===== config.mk =====
export PLATFORM = sky130hd
export DESIGN_NAME = scm_core
export DESIGN_NICKNAME = d
export VERILOG_FILES = /design/src/core/scm_pkg.sv /design/src/core/scm_mul_if.sv /design/src/core/scm_core.sv /design/src/core/scm_mulsat.sv
export VERILOG_INCLUDE_DIRS = /design/src /design/src/core
export SDC_FILE = /design/constraint.sdc
export NUM_CORES = 2
export LEC_CHECK = 0
export BUFFER_PORTS_ARGS = -buffer_cell sky130_fd_sc_hd__clkbuf_2
export CAP_MARGIN = 20
export CORE_MARGIN = 5
export CORE_UTILIZATION = 35
export DETAILED_ROUTE_END_ITERATION = 8
export PLACE_DENSITY = 0.61
export RECOVER_POWER = 25
export SYNTH_ARGS = -nofsm -noshare
export SYNTH_HDL_FRONTEND = slang
export SYNTH_SLANG_ARGS = --single-unit

===== constraint.sdc =====
create_clock -name ref_clk -period 24.5 [get_ports ref_clk]
set_input_delay 7.35 -clock ref_clk [delete_from_list [all_inputs] [get_ports ref_clk]]
set_output_delay 7.35 -clock ref_clk [all_outputs]
set_load 0.02 [all_outputs]

===== src/core/scm_params.svh =====
// constants of the sensor correction math datapath
// Function
// - correct-measurement commands AA..AF return sensor and temperature results; temperature is the raw reading, clamped to +/-7FFFF unless no-correction
// - primary analog setup is active by default without any command
// - command B0 makes the primary setup active for later measurements
// - any reset returns selection to primary; host must re-send B1
// - no-correction option passes auto-zeroed raw sensor reading straight out; here only while the alternate setup is selected
// - status bit 0 reports intermediate saturation; final output still delivered
// - every bounded term clamps to its limits and flags saturation, except the coefficient and raw-reading limits, which clamp without a flag
// - curve select 0 picks parabolic, 1 picks S-shaped compensation
// - coefficients and raw readings are signed, limited to plus/minus 7FFFF
// - K1 = 2^23 + T/2^23 * (4*gain drift square * T/2^23 + 4*gain drift)
// - K2 = 4*offset + S raw + T/2^23*(4*offset drift square*T/2^23 + 4*offset drift)
// - parabolic Z = 4*gain/2^23 * K1/2^23 * K2 + 2^23, kept positive
// - parabolic S = Z/2^23*(4*square coeff*Z/2^23 + 2^23) + shift, non-negative
// - S-shaped Z = gain/2^21 * [K1/2^23*K2], both bounded signed 26 bit
// - S-shaped S = Z/2^23*(square/2^21*|Z| + 2^23) + 2^23 + shift, 0..2^24-1
// - corrected outputs are always 24-bit words
`ifndef SCM_PARAMS_SVH
`define SCM_PARAMS_SVH
`define SCM_OFS_SETUP_PRI 8'h12
`define SCM_OFS_SETUP_ALT 8'h16
`define SCM_SETUP_RST 16'h0000
`define SCM_CMD_MEAS_LO 8'haa
`define SCM_CMD_MEAS_HI 8'haf
`define SCM_CMD_SEL_PRI 8'hb0
`define SCM_CMD_SEL_ALT 8'hb1
`define SCM_SAT_BIT 0
`define SCM_ONE 28'sh0800000
`define SCM_MAX25 28'sh1ffffff
`define SCM_MIN25 28'she000000
`define SCM_OUT_MAX 28'sh0ffffff
`define SCM_ZERO 28'sh0000000
`define SCM_COEF_MAX 28'sh007ffff
`define SCM_COEF_MIN 28'shff80001
`define SCM_SH_COEF 5'd21
`define SCM_SH_UNIT 5'd23
`define SCM_LAST_STEP 3'h7
`define SCM_CALC_CYCLES 9
`endif


===== src/core/scm_pkg.sv =====
// types of the sensor correction math datapath
package scm_pkg;
	typedef logic signed [25:0] scm_w26_t;
	typedef logic [23:0] scm_word_t;
	typedef enum logic [1:0] {
		SCM_IDLE = 2'b00,
		SCM_WAIT_RAW = 2'b01,
		SCM_CALC = 2'b10
	} scm_state_e;
	typedef enum logic {
		SCM_SEL_PRI = 1'b0,
		SCM_SEL_ALT = 1'b1
	} scm_setup_e;
endpackage


===== src/core/scm_mul_if.sv =====
// operands and bounded product between the sequencer and the multiplier
`timescale 1ns/100ps
`default_nettype none
interface scm_mul_if;
	scm_pkg::scm_w26_t a;
	scm_pkg::scm_w26_t b;
	logic [4:0] sh;
	scm_pkg::scm_w26_t p;
	logic sat;
	modport master(output a, output b, output sh, input p, input sat);
	modport unit(input a, input b, input sh, output p, output sat);
endinterface
`default_nettype wire


===== src/core/scm_core.sv =====
// sequencer, setup selection and correction equations of the sensor math
`timescale 1ns/100ps
`default_nettype none
`include "scm_params.svh"
module scm_core (
	input wire logic ref_clk,
	input wire logic rst,
	input wire logic reset_pin_n,
	input wire logic cmd_valid,
	input wire logic [7:0] cmd_code,
	output logic cmd_ready,
	input wire logic reg_wr,
	input wire logic reg_rd,
	input wire logic [7:0] reg_addr,
	input wire logic [15:0] reg_wdata,
	output logic [15:0] reg_rdata,
	output logic meas_req,
	output logic [15:0] afe_cfg,
	input wire logic raw_valid,
	input wire scm_pkg::scm_word_t sensor_raw,
	input wire scm_pkg::scm_word_t temp_raw,
	input wire logic curve_shape_select,
	input wire logic alt_no_correction,
	input wire scm_pkg::scm_word_t gain_coeff,
	input wire scm_pkg::scm_word_t offset_coeff,
	input wire scm_pkg::scm_word_t gain_drift_coeff,
	input wire scm_pkg::scm_word_t offset_drift_coeff,
	input wire scm_pkg::scm_word_t gain_drift_square_coeff,
	input wire scm_pkg::scm_word_t offset_drift_square_coeff,
	input wire scm_pkg::scm_word_t sensor_square_coeff,
	input wire scm_pkg::scm_word_t sensor_shift_coeff,
	output logic alt_setup_active,
	output logic result_valid,
	output scm_pkg::scm_word_t result_sensor,
	output scm_pkg::scm_word_t result_temp,
	output logic [7:0] result_status
);
	import scm_pkg::*;

	scm_mul_if mul ();
	scm_mulsat #(.W(26)) u_mul (.m(mul));

	// bounded sum: returns {overflow flag, clamped 26-bit value}
	function automatic logic [26:0] lim(
		input logic signed [27:0] v,
		input logic signed [27:0] lo,
		input logic signed [27:0] hi
	);
		logic signed [27:0] r;
		logic f;
		r = v;
		f = 1'b0;
		if (v > hi) begin
			r = hi;
			f = 1'b1;
		end else if (v < lo) begin
			r = lo;
			f = 1'b1;
		end
		return {f, r[25:0]};
	endfunction

	// coefficient or raw word, sign-extended and held to plus/minus 7ffff
	function automatic scm_w26_t coef(input logic [23:0] x);
		logic signed [27:0] v;
		v = {{4{x[23]}}, x};
		if (v > `SCM_COEF_MAX) begin
			v = `SCM_COEF_MAX;
		end else if (v < `SCM_COEF_MIN) begin
			v = `SCM_COEF_MIN;
		end
		return v[25:0];
	endfunction

	function automatic logic signed [27:0] x28(input logic signed [25:0] x);
		return {{2{x[25]}}, x};
	endfunction

	scm_state_e state_r, state_nxt;
	logic [2:0] step_r, step_nxt;
	logic sel_r, sel_nxt;
	logic [15:0] setup_pri_r, setup_pri_nxt;
	logic [15:0] setup_alt_r, setup_alt_nxt;
	logic [15:0] rdata_r, rdata_nxt;
	logic [15:0] cfg_r, cfg_nxt;
	scm_w26_t sraw_r, sraw_nxt;
	scm_w26_t traw_r, traw_nxt;
	scm_w26_t acc_r, acc_nxt;
	scm_w26_t k1_r, k1_nxt;
	scm_w26_t k2_r, k2_nxt;
	scm_w26_t z_r, z_nxt;
	logic sat_r, sat_nxt;
	logic curve_r, curve_nxt;
	logic valid_r, valid_nxt;
	scm_word_t sout_r, sout_nxt;
	scm_word_t tout_r, tout_nxt;
	logic [7:0] status_r, status_nxt;

	logic any_rst;
	logic cmd_take;
	logic is_meas;
	logic bypass;
	logic [26:0] l1, l2;
	logic signed [27:0] pw;

	assign any_rst = rst || !reset_pin_n;
	assign cmd_ready = (state_r == SCM_IDLE);
	assign cmd_take = cmd_valid && cmd_ready;
	assign is_meas = (cmd_code >= `SCM_CMD_MEAS_LO) && (cmd_code <= `SCM_CMD_MEAS_HI);
	// alternate setup without its own coefficient set: raw data is handed through
	assign bypass = sel_r && alt_no_correction;
	assign pw = x28(mul.p);

	// setup selection and the register file
	always_comb begin
		sel_nxt = sel_r;
		setup_pri_nxt = setup_pri_r;
		setup_alt_nxt = setup_alt_r;
		rdata_nxt = rdata_r;
		if (cmd_take && cmd_code == `SCM_CMD_SEL_ALT) begin
			sel_nxt = SCM_SEL_ALT;
		end else if (cmd_take && cmd_code == `SCM_CMD_SEL_PRI) begin
			sel_nxt = SCM_SEL_PRI;
		end
		if (reg_wr && reg_addr == `SCM_OFS_SETUP_PRI) begin
			setup_pri_nxt = reg_wdata;
		end
		if (reg_wr && reg_addr == `SCM_OFS_SETUP_ALT) begin
			setup_alt_nxt = reg_wdata;
		end
		if (reg_rd) begin
			case (reg_addr)
				`SCM_OFS_SETUP_PRI: rdata_nxt = setup_pri_r;
				`SCM_OFS_SETUP_ALT: rdata_nxt = setup_alt_r;
				default: rdata_nxt = 16'h0000;
			endcase
		end
	end

	always_ff @(posedge ref_clk) begin
		if (any_rst) begin
			sel_r <= SCM_SEL_PRI;
			setup_pri_r <= `SCM_SETUP_RST;
			setup_alt_r <= `SCM_SETUP_RST;
			rdata_r <= 16'h0000;
		end else begin
			sel_r <= sel_nxt;
			setup_pri_r <= setup_pri_nxt;
			setup_alt_r <= setup_alt_nxt;
			rdata_r <= rdata_nxt;
		end
	end

	// measurement sequencer: one multiplier, eight steps
	always_comb begin
		state_nxt = state_r;
		step_nxt = step_r;
		cfg_nxt = cfg_r;
		sraw_nxt = sraw_r;
		traw_nxt = traw_r;
		acc_nxt = acc_r;
		k1_nxt = k1_r;
		k2_nxt = k2_r;
		z_nxt = z_r;
		sat_nxt = sat_r;
		curve_nxt = curve_r;
		valid_nxt = 1'b0;
		sout_nxt = sout_r;
		tout_nxt = tout_r;
		status_nxt = status_r;
		mul.a = '0;
		mul.b = '0;
		mul.sh = `SCM_SH_UNIT;
		l1 = '0;
		l2 = '0;
		case (state_r)
			SCM_IDLE: begin
				if (cmd_take && is_meas) begin
					state_nxt = SCM_WAIT_RAW;
					cfg_nxt = sel_r ? setup_alt_r : setup_pri_r;
				end
			end
			SCM_WAIT_RAW: begin
				if (raw_valid) begin
					sraw_nxt = coef(sensor_raw[23:0]);
					traw_nxt = coef(temp_raw[23:0]);
					curve_nxt = curve_shape_select;
					sat_nxt = 1'b0;
					step_nxt = 3'h0;
					if (bypass) begin
						// raw word leaves untouched, no scaling and no clamping
						sout_nxt = sensor_raw;
						tout_nxt = temp_raw;
						status_nxt = 8'h00;
						valid_nxt = 1'b1;
						state_nxt = SCM_IDLE;
					end else begin
						state_nxt = SCM_CALC;
					end
				end
			end
			SCM_CALC: begin
				step_nxt = step_r + 3'h1;
				case (step_r)
					3'h0: begin
						mul.a = coef(gain_drift_square_coeff);
						mul.b = traw_r;
						mul.sh = `SCM_SH_COEF;
						l1 = lim(pw + (x28(coef(gain_drift_coeff)) <<< 2), `SCM_MIN25, `SCM_MAX25);
						acc_nxt = l1[25:0];
					end
					3'h1: begin
						mul.a = traw_r;
						mul.b = acc_r;
						l1 = lim(`SCM_ONE + pw, `SCM_MIN25, `SCM_MAX25);
						k1_nxt = l1[25:0];
					end
					3'h2: begin
						mul.a = coef(offset_drift_square_coeff);
						mul.b = traw_r;
						mul.sh = `SCM_SH_COEF;
						l1 = lim(pw + (x28(coef(offset_drift_coeff)) <<< 2), `SCM_MIN25, `SCM_MAX25);
						acc_nxt = l1[25:0];
					end
					3'h3: begin
						mul.a = traw_r;
						mul.b = acc_r;
						l1 = lim(x28(sraw_r) + pw, `SCM_MIN25, `SCM_MAX25);
						l2 = lim((x28(coef(offset_coeff)) <<< 2) + x28(l1[25:0]), `SCM_MIN25,
							`SCM_MAX25);
						k2_nxt = l2[25:0];
					end
					3'h4: begin
						mul.a = k1_r;
						mul.b = k2_r;
						acc_nxt = mul.p;
					end
					3'h5: begin
						mul.a = coef(gain_coeff);
						mul.b = acc_r;
						mul.sh = `SCM_SH_COEF;
						if (curve_r) begin
							z_nxt = mul.p;
						end else begin
							l1 = lim(pw + `SCM_ONE, `SCM_ZERO, `SCM_MAX25);
							z_nxt = l1[25:0];
						end
					end
					3'h6: begin
						mul.a = coef(sensor_square_coeff);
						mul.sh = `SCM_SH_COEF;
						// curve 1 bends on the magnitude, giving the S shape
						if (curve_r && z_r[25]) begin
							l2 = lim(-x28(z_r), `SCM_MIN25, `SCM_MAX25);
							mul.b = l2[25:0];
						end else begin
							mul.b = z_r;
						end
						l1 = lim(pw + `SCM_ONE, `SCM_MIN25, `SCM_MAX25);
						acc_nxt = l1[25:0];
					end
					3'h7: begin
						mul.a = z_r;
						mul.b = acc_r;
						// S-shaped result is centred on 2^23, parabolic on zero
						l1 = lim(pw + x28(coef(sensor_shift_coeff)) + (curve_r ? `SCM_ONE : `SCM_ZERO),
							`SCM_ZERO, `SCM_OUT_MAX);
						sout_nxt = l1[23:0];
						tout_nxt = traw_r[23:0];
						status_nxt = 8'h00;
						status_nxt[`SCM_SAT_BIT] = sat_r || l1[26] || l2[26] || mul.sat;
						valid_nxt = 1'b1;
						state_nxt = SCM_IDLE;
					end
					default: begin
						state_nxt = SCM_IDLE;
					end
				endcase
				if (l1[26] || l2[26] || mul.sat) begin
					sat_nxt = 1'b1;
				end
			end
			default: begin
				state_nxt = SCM_IDLE;
			end
		endcase
	end

	always_ff @(posedge ref_clk) begin
		if (any_rst) begin
			state_r <= SCM_IDLE;
			step_r <= 3'h0;
			cfg_r <= 16'h0000;
			sraw_r <= '0;
			traw_r <= '0;
			acc_r <= '0;
			k1_r <= '0;
			k2_r <= '0;
			z_r <= '0;
			sat_r <= 1'b0;
			curve_r <= 1'b0;
			valid_r <= 1'b0;
			sout_r <= '0;
			tout_r <= '0;
			status_r <= 8'h00;
		end else begin
			state_r <= state_nxt;
			step_r <= step_nxt;
			cfg_r <= cfg_nxt;
			sraw_r <= sraw_nxt;
			traw_r <= traw_nxt;
			acc_r <= acc_nxt;
			k1_r <= k1_nxt;
			k2_r <= k2_nxt;
			z_r <= z_nxt;
			sat_r <= sat_nxt;
			curve_r <= curve_nxt;
			valid_r <= valid_nxt;
			sout_r <= sout_nxt;
			tout_r <= tout_nxt;
			status_r <= status_nxt;
		end
	end

	assign reg_rdata = rdata_r;
	assign meas_req = (state_r == SCM_WAIT_RAW);
	assign afe_cfg = cfg_r;
	assign alt_setup_active = sel_r;
	assign result_valid = valid_r;
	assign result_sensor = sout_r;
	assign result_temp = tout_r;
	assign result_status = status_r;

	pin_reset_a: assert property (@(posedge ref_clk) disable iff (rst)
		!reset_pin_n |=> !alt_setup_active && state_r == SCM_IDLE)
		else $error("pin reset did not restore primary setup");
	sel_hold_a: assert property (@(posedge ref_clk) disable iff (any_rst)
		!alt_setup_active && !(cmd_take && cmd_code == `SCM_CMD_SEL_ALT) |=> !alt_setup_active)
		else $error("primary setup left without select command");
	sel_primary_a: assert property (@(posedge ref_clk) disable iff (any_rst)
		cmd_take && cmd_code == `SCM_CMD_SEL_PRI |=> !alt_setup_active)
		else $error("primary select command ignored");
	cfg_choice_a: assert property (@(posedge ref_clk) disable iff (any_rst)
		cmd_take && is_meas |=> meas_req && afe_cfg == (alt_setup_active ?
			setup_alt_r : setup_pri_r))
		else $error("wrong analog setup applied");
	calc_len_a: assert property (@(posedge ref_clk) disable iff (any_rst)
		meas_req && raw_valid && !bypass |=> !result_valid [*8] ##1 result_valid)
		else $error("correction result not after nine cycles");
	bypass_out_a: assert property (@(posedge ref_clk) disable iff (any_rst)
		meas_req && raw_valid && bypass |=> result_valid &&
			result_sensor == $past(sensor_raw) && result_status == 8'h00)
		else $error("raw pass-through altered the reading");
	sat_clear_a: assert property (@(posedge ref_clk) disable iff (any_rst)
		meas_req && raw_valid |=> !sat_r)
		else $error("saturation not cleared at measurement start");
	sat_sticky_a: assert property (@(posedge ref_clk) disable iff (any_rst)
		state_r == SCM_CALC && mul.sat |=> sat_r || result_status[`SCM_SAT_BIT])
		else $error("clamped product not flagged");
	sat_report_a: assert property (@(posedge ref_clk) disable iff (any_rst)
		state_r == SCM_CALC && step_r == `SCM_LAST_STEP && sat_r |=>
			result_valid && result_status[`SCM_SAT_BIT])
		else $error("saturation missing from result status");
	mul_bound_a: assert property (@(posedge ref_clk) disable iff (any_rst)
		mul.sat |-> mul.p == 26'sh1ffffff || mul.p == 26'sh2000000)
		else $error("saturated product not at a limit");
	z_positive_a: assert property (@(posedge ref_clk) disable iff (any_rst)
		state_r == SCM_CALC && step_r == 3'h5 && !curve_r |=> !z_r[25])
		else $error("parabolic intermediate went negative");
endmodule
`default_nettype wire


===== src/core/scm_mulsat.sv =====
// signed multiply, arithmetic shift and clamp to the signed W-bit range
`timescale 1ns/100ps
`default_nettype none
module scm_mulsat #(
	parameter int W = 26
) (
	scm_mul_if.unit m
);
	import scm_pkg::*;
	logic signed [2*W-1:0] prod;
	logic signed [2*W-1:0] shd;
	logic ovf;

	if (W != $bits(scm_w26_t)) begin : g_bad_width
		$error("scm_mulsat width must match the datapath word");
	end

	always_comb begin
		prod = (2*W)'(m.a) * (2*W)'(m.b);
		shd = prod >>> m.sh;
		// the value fits only when all bits above the sign position agree
		ovf = !((&shd[2*W-1:W-1]) || !(|shd[2*W-1:W-1]));
		if (ovf) begin
			m.p = shd[2*W-1] ? {1'b1, {(W-1){1'b0}}} : {1'b0, {(W-1){1'b1}}};
		end else begin
			m.p = shd[W-1:0];
		end
		m.sat = ovf;
	end
endmodule
`default_nettype wire


==> summary.txt <==
commonest non-fill, non-tap cell in the layout: inv_1
Top Family by Delay on Critical Path: compound AO/OA/AOI/OAI gates
failing checks: max-capacitance violations, max-slew violations
fill count: 13900
core area: 137000 sq um
drt first-iter violations: 4131
Main synth FF type: dfxtp_1
crit-path max FO: 25
Area Overhead vs Synth: 19.3%
crit path max-delay cell type: or4_4
CTS H-Tree Depth: 1
Post-synth EDFFs: 0
Hold Path Sink: k1_r[8]
Max Fclk: 42.1 MHz
Worst R2R Setup Slack: 5.79 ns
GP Congestion: 0.995
asr flop ratio synth: 0%
I/O pin count: 373
CTS tree: done
min-delay src: k1_r[8]
Die ar.: 146000 sq um
hold_ws: 0.458 ns
Die Ht: 382 um
Final Power: 1.12 mW
P_leak: 27.5 nW
status: complete, but fails checks
final period utilization: 96.9%
Final Core Density: 42.0%
Crit. End Element: flop
most frequent cells in the layout: 956 x inv_1, 737 x nand2_1, 710 x fa_1, 567 x buf_4, 506 x nor2_1
Final Skew: 0.0412 ns
Final TNS setup: 0 ns
vias per inst: 5.50
part of the Yosys area used for sequential elements: 11.3%
clock latency on the worst-skew pair: 0.62 ns
number of routed nets with antenna violations: 0
Max stage delay on crit path: 0.59 ns
DR WL/cell: 22.9 um
FF+latch area: 5490 sq um
Synth Cell Area: 48300 sq um
GRT Total Usage: 26.3%
Min Clock Period, post-route: 23.75 ns
Worst Path Required: 25.04 ns
Final Slew Violations: 154
Critical path buffers and inverters: 14
Avg Cell Area, Syn: 7.90 sq um
Cells after Synth: 6117
DRC viols: 0
worst min-delay path class: flop to flop
TritonCTS Buffers: 30
Setup WS pre-CTS: -0.355 ns
reg2reg start: z_r[1]
row cnt: 136
Max-Cap Viols: 3
initial core utilization: 35.2%
final WL: 197 mm
DR vias: 47300
cts hold-fix bufs: 0
area occupied by multi-input gates: 38600 sq um
Setup-failing EPs final: 0
clk root buf: clkbuf_16
CP Class: primary input to flop
layout cells sized above 1: 16.9%
initial antenna violation count: 16
register bit total from synthesis: 274
Clock Path Buffers: 3
Remaining Overflow, GRT: 0
largest net degree at the start of global routing: 99
Netlist cell types: 94
power per cell area: 19.3 nW/um^2
global-route wire length before repair: 295 mm
Nets: 8087
vias in the first global route: 47600
Crit. path cell count: 75
post-DP HPWL: 163 mm
1st-pass router iterations: 9
crit start category: primary input
reg2reg end: k2_r[21]
worst hold path depth: 2
yosys warns: 0
clock sinks: 274
Reg clk slew, reported paths: 0.07 ns
Worst VDD drop: 0.0558 mV
final hold vios: 0
number of port buffers: 365
worst endpoint data arrival time: 24.30 ns
measured slew at the worst slew-check pin: 3.34 ns
Max transition margin: -123%
Die X: 382 um
final worst setup slack: 0.749 ns
worst reg2reg path depth: 71
metrics by stage:
| stage | cells | area, sq um |
|---|---|---|
| final | 8599 | 57700 |
| after global routing | 8596 | 57700 |
| after CTS | 8588 | 57400 |
| after detailed placement | 8532 | 56300 |
| after global placement | 8531 | 56300 |
| after floorplan | 6123 | 48400 |
cell type report:
type | count | area share (%)
Clock inverter | 21 | 0.508
Sequential cell | 274 | 9.51
Timing Repair Buffer | 967 | 11.5
Antenna cell | 4 | 0.0174
Clock buffer | 35 | 1.39
Tap cell | 1794 | 3.89
Inverter | 960 | 6.25
Multi-Input combinational cell | 4544 | 66.9
cell families after synthesis:
logic type	after synthesis	share of synthesized area, %
AO/OA/AOI/OAI	1343	17.9
XOR/XNOR	144	2.61
adder cells (fa/ha/maj)	1031	37.8
buffers and inverters	1305	10.2
flip-flops	274	11.3
multiplexers	69	1.48
other	1	0.00776
AND/OR/NAND/NOR	1950	18.7
worst reg2reg max path: cells and delay by family, from the launching register on:
| family | cells | cell delay (ns) |
|---|---|---|
| compound gates | 29 | 5.51 |
| xor+xnor | 1 | 0.19 |
| fa+ha+maj | 12 | 5.03 |
| buf+inv | 8 | 1.20 |
| flops | 1 | 0.48 |
| mux | 1 | 0.31 |
| simple gates | 20 | 5.97 |
cells in the mapped netlist (20+ instances only):
cell / n / share of area, %
a211oi_1: 86 / 1.3
a21o_1: 53 / 0.82
a21oi_1: 344 / 3.6
a221oi_1: 33 / 0.60
a22oi_1: 24 / 0.37
a311oi_1: 22 / 0.40
a311oi_2: 20 / 0.62
a31oi_1: 79 / 1.0
and2_1: 76 / 0.98
and3_1: 42 / 0.54
buf_1: 20 / 0.16
clkbuf_1: 307 / 2.4
dfxtp_1: 274 / 11
fa_1: 716 / 30
ha_1: 313 / 8.1
inv_1: 957 / 7.4
mux2i_1: 51 / 1.1
nand2_1: 738 / 5.7
nand2b_1: 134 / 1.7
nand3_1: 76 / 0.79
nand4_1: 39 / 0.50
nor2_1: 515 / 4.0
nor2b_1: 73 / 0.94
nor3_1: 80 / 0.83
nor4_1: 71 / 0.92
o211ai_1: 32 / 0.50
o21a_1: 40 / 0.62
o21ai_0: 375 / 3.9
o21bai_1: 27 / 0.42
o31ai_1: 35 / 0.54
or3_1: 30 / 0.39
or4_1: 21 / 0.33
xnor2_1: 97 / 1.8
xor2_1: 47 / 0.85
power breakdown:
part           total [mW]  internal (mW)  switching (mW)
logic               0.161         0.0619          0.0995
clock network       0.508          0.290           0.218
registers           0.446          0.446        0.000260
total                1.12          0.798           0.318
timing repair:
action | in CTS | in global routing
buffers inserted | 0 | 4
endpoints found under the setup margin | 0 | 27
hold endpoints to repair | 0 | 0
gates resized for setup | 0 | 85
registers in the layout, indices dropped and copies added (netlist names), 24 cells and up:
signal	cells
k1_r	26
acc_r	26
traw_r	24
z_r	26
sraw_r	24
result_temp	24
result_sensor	24
k2_r	26
per-layer routing:
metal  vias to the layer above  share of wire [%]  wire, um  GRT usage [%]
li1                      21500                  -         -              -
met1                     23300                 40     78600           33.5
met2                      2136                 45     89100           42.6
met3                       408                9.8     19400           6.79
met4                        12                5.1     10100           10.6
met5                         -              0.038        75              0
worst max-delay path by stage:
stage	startpoint	end	slack (ns)
after global placement	sensor_square_coeff[18]	k2_r[0]	-0.04
final	offset_drift_square_coeff[1]	k2_r[21]	0.75
after global routing	offset_drift_square_coeff[1]	k2_r[12]	-0.08
after floorplan	gain_coeff[5]	k2_r[5]	0.009
after CTS	sensor_square_coeff[18]	k2_r[12]	0.19
after detailed placement	sensor_square_coeff[18]	k2_r[12]	-0.35
No activity file was read; power rests on OpenSTA's default activity.
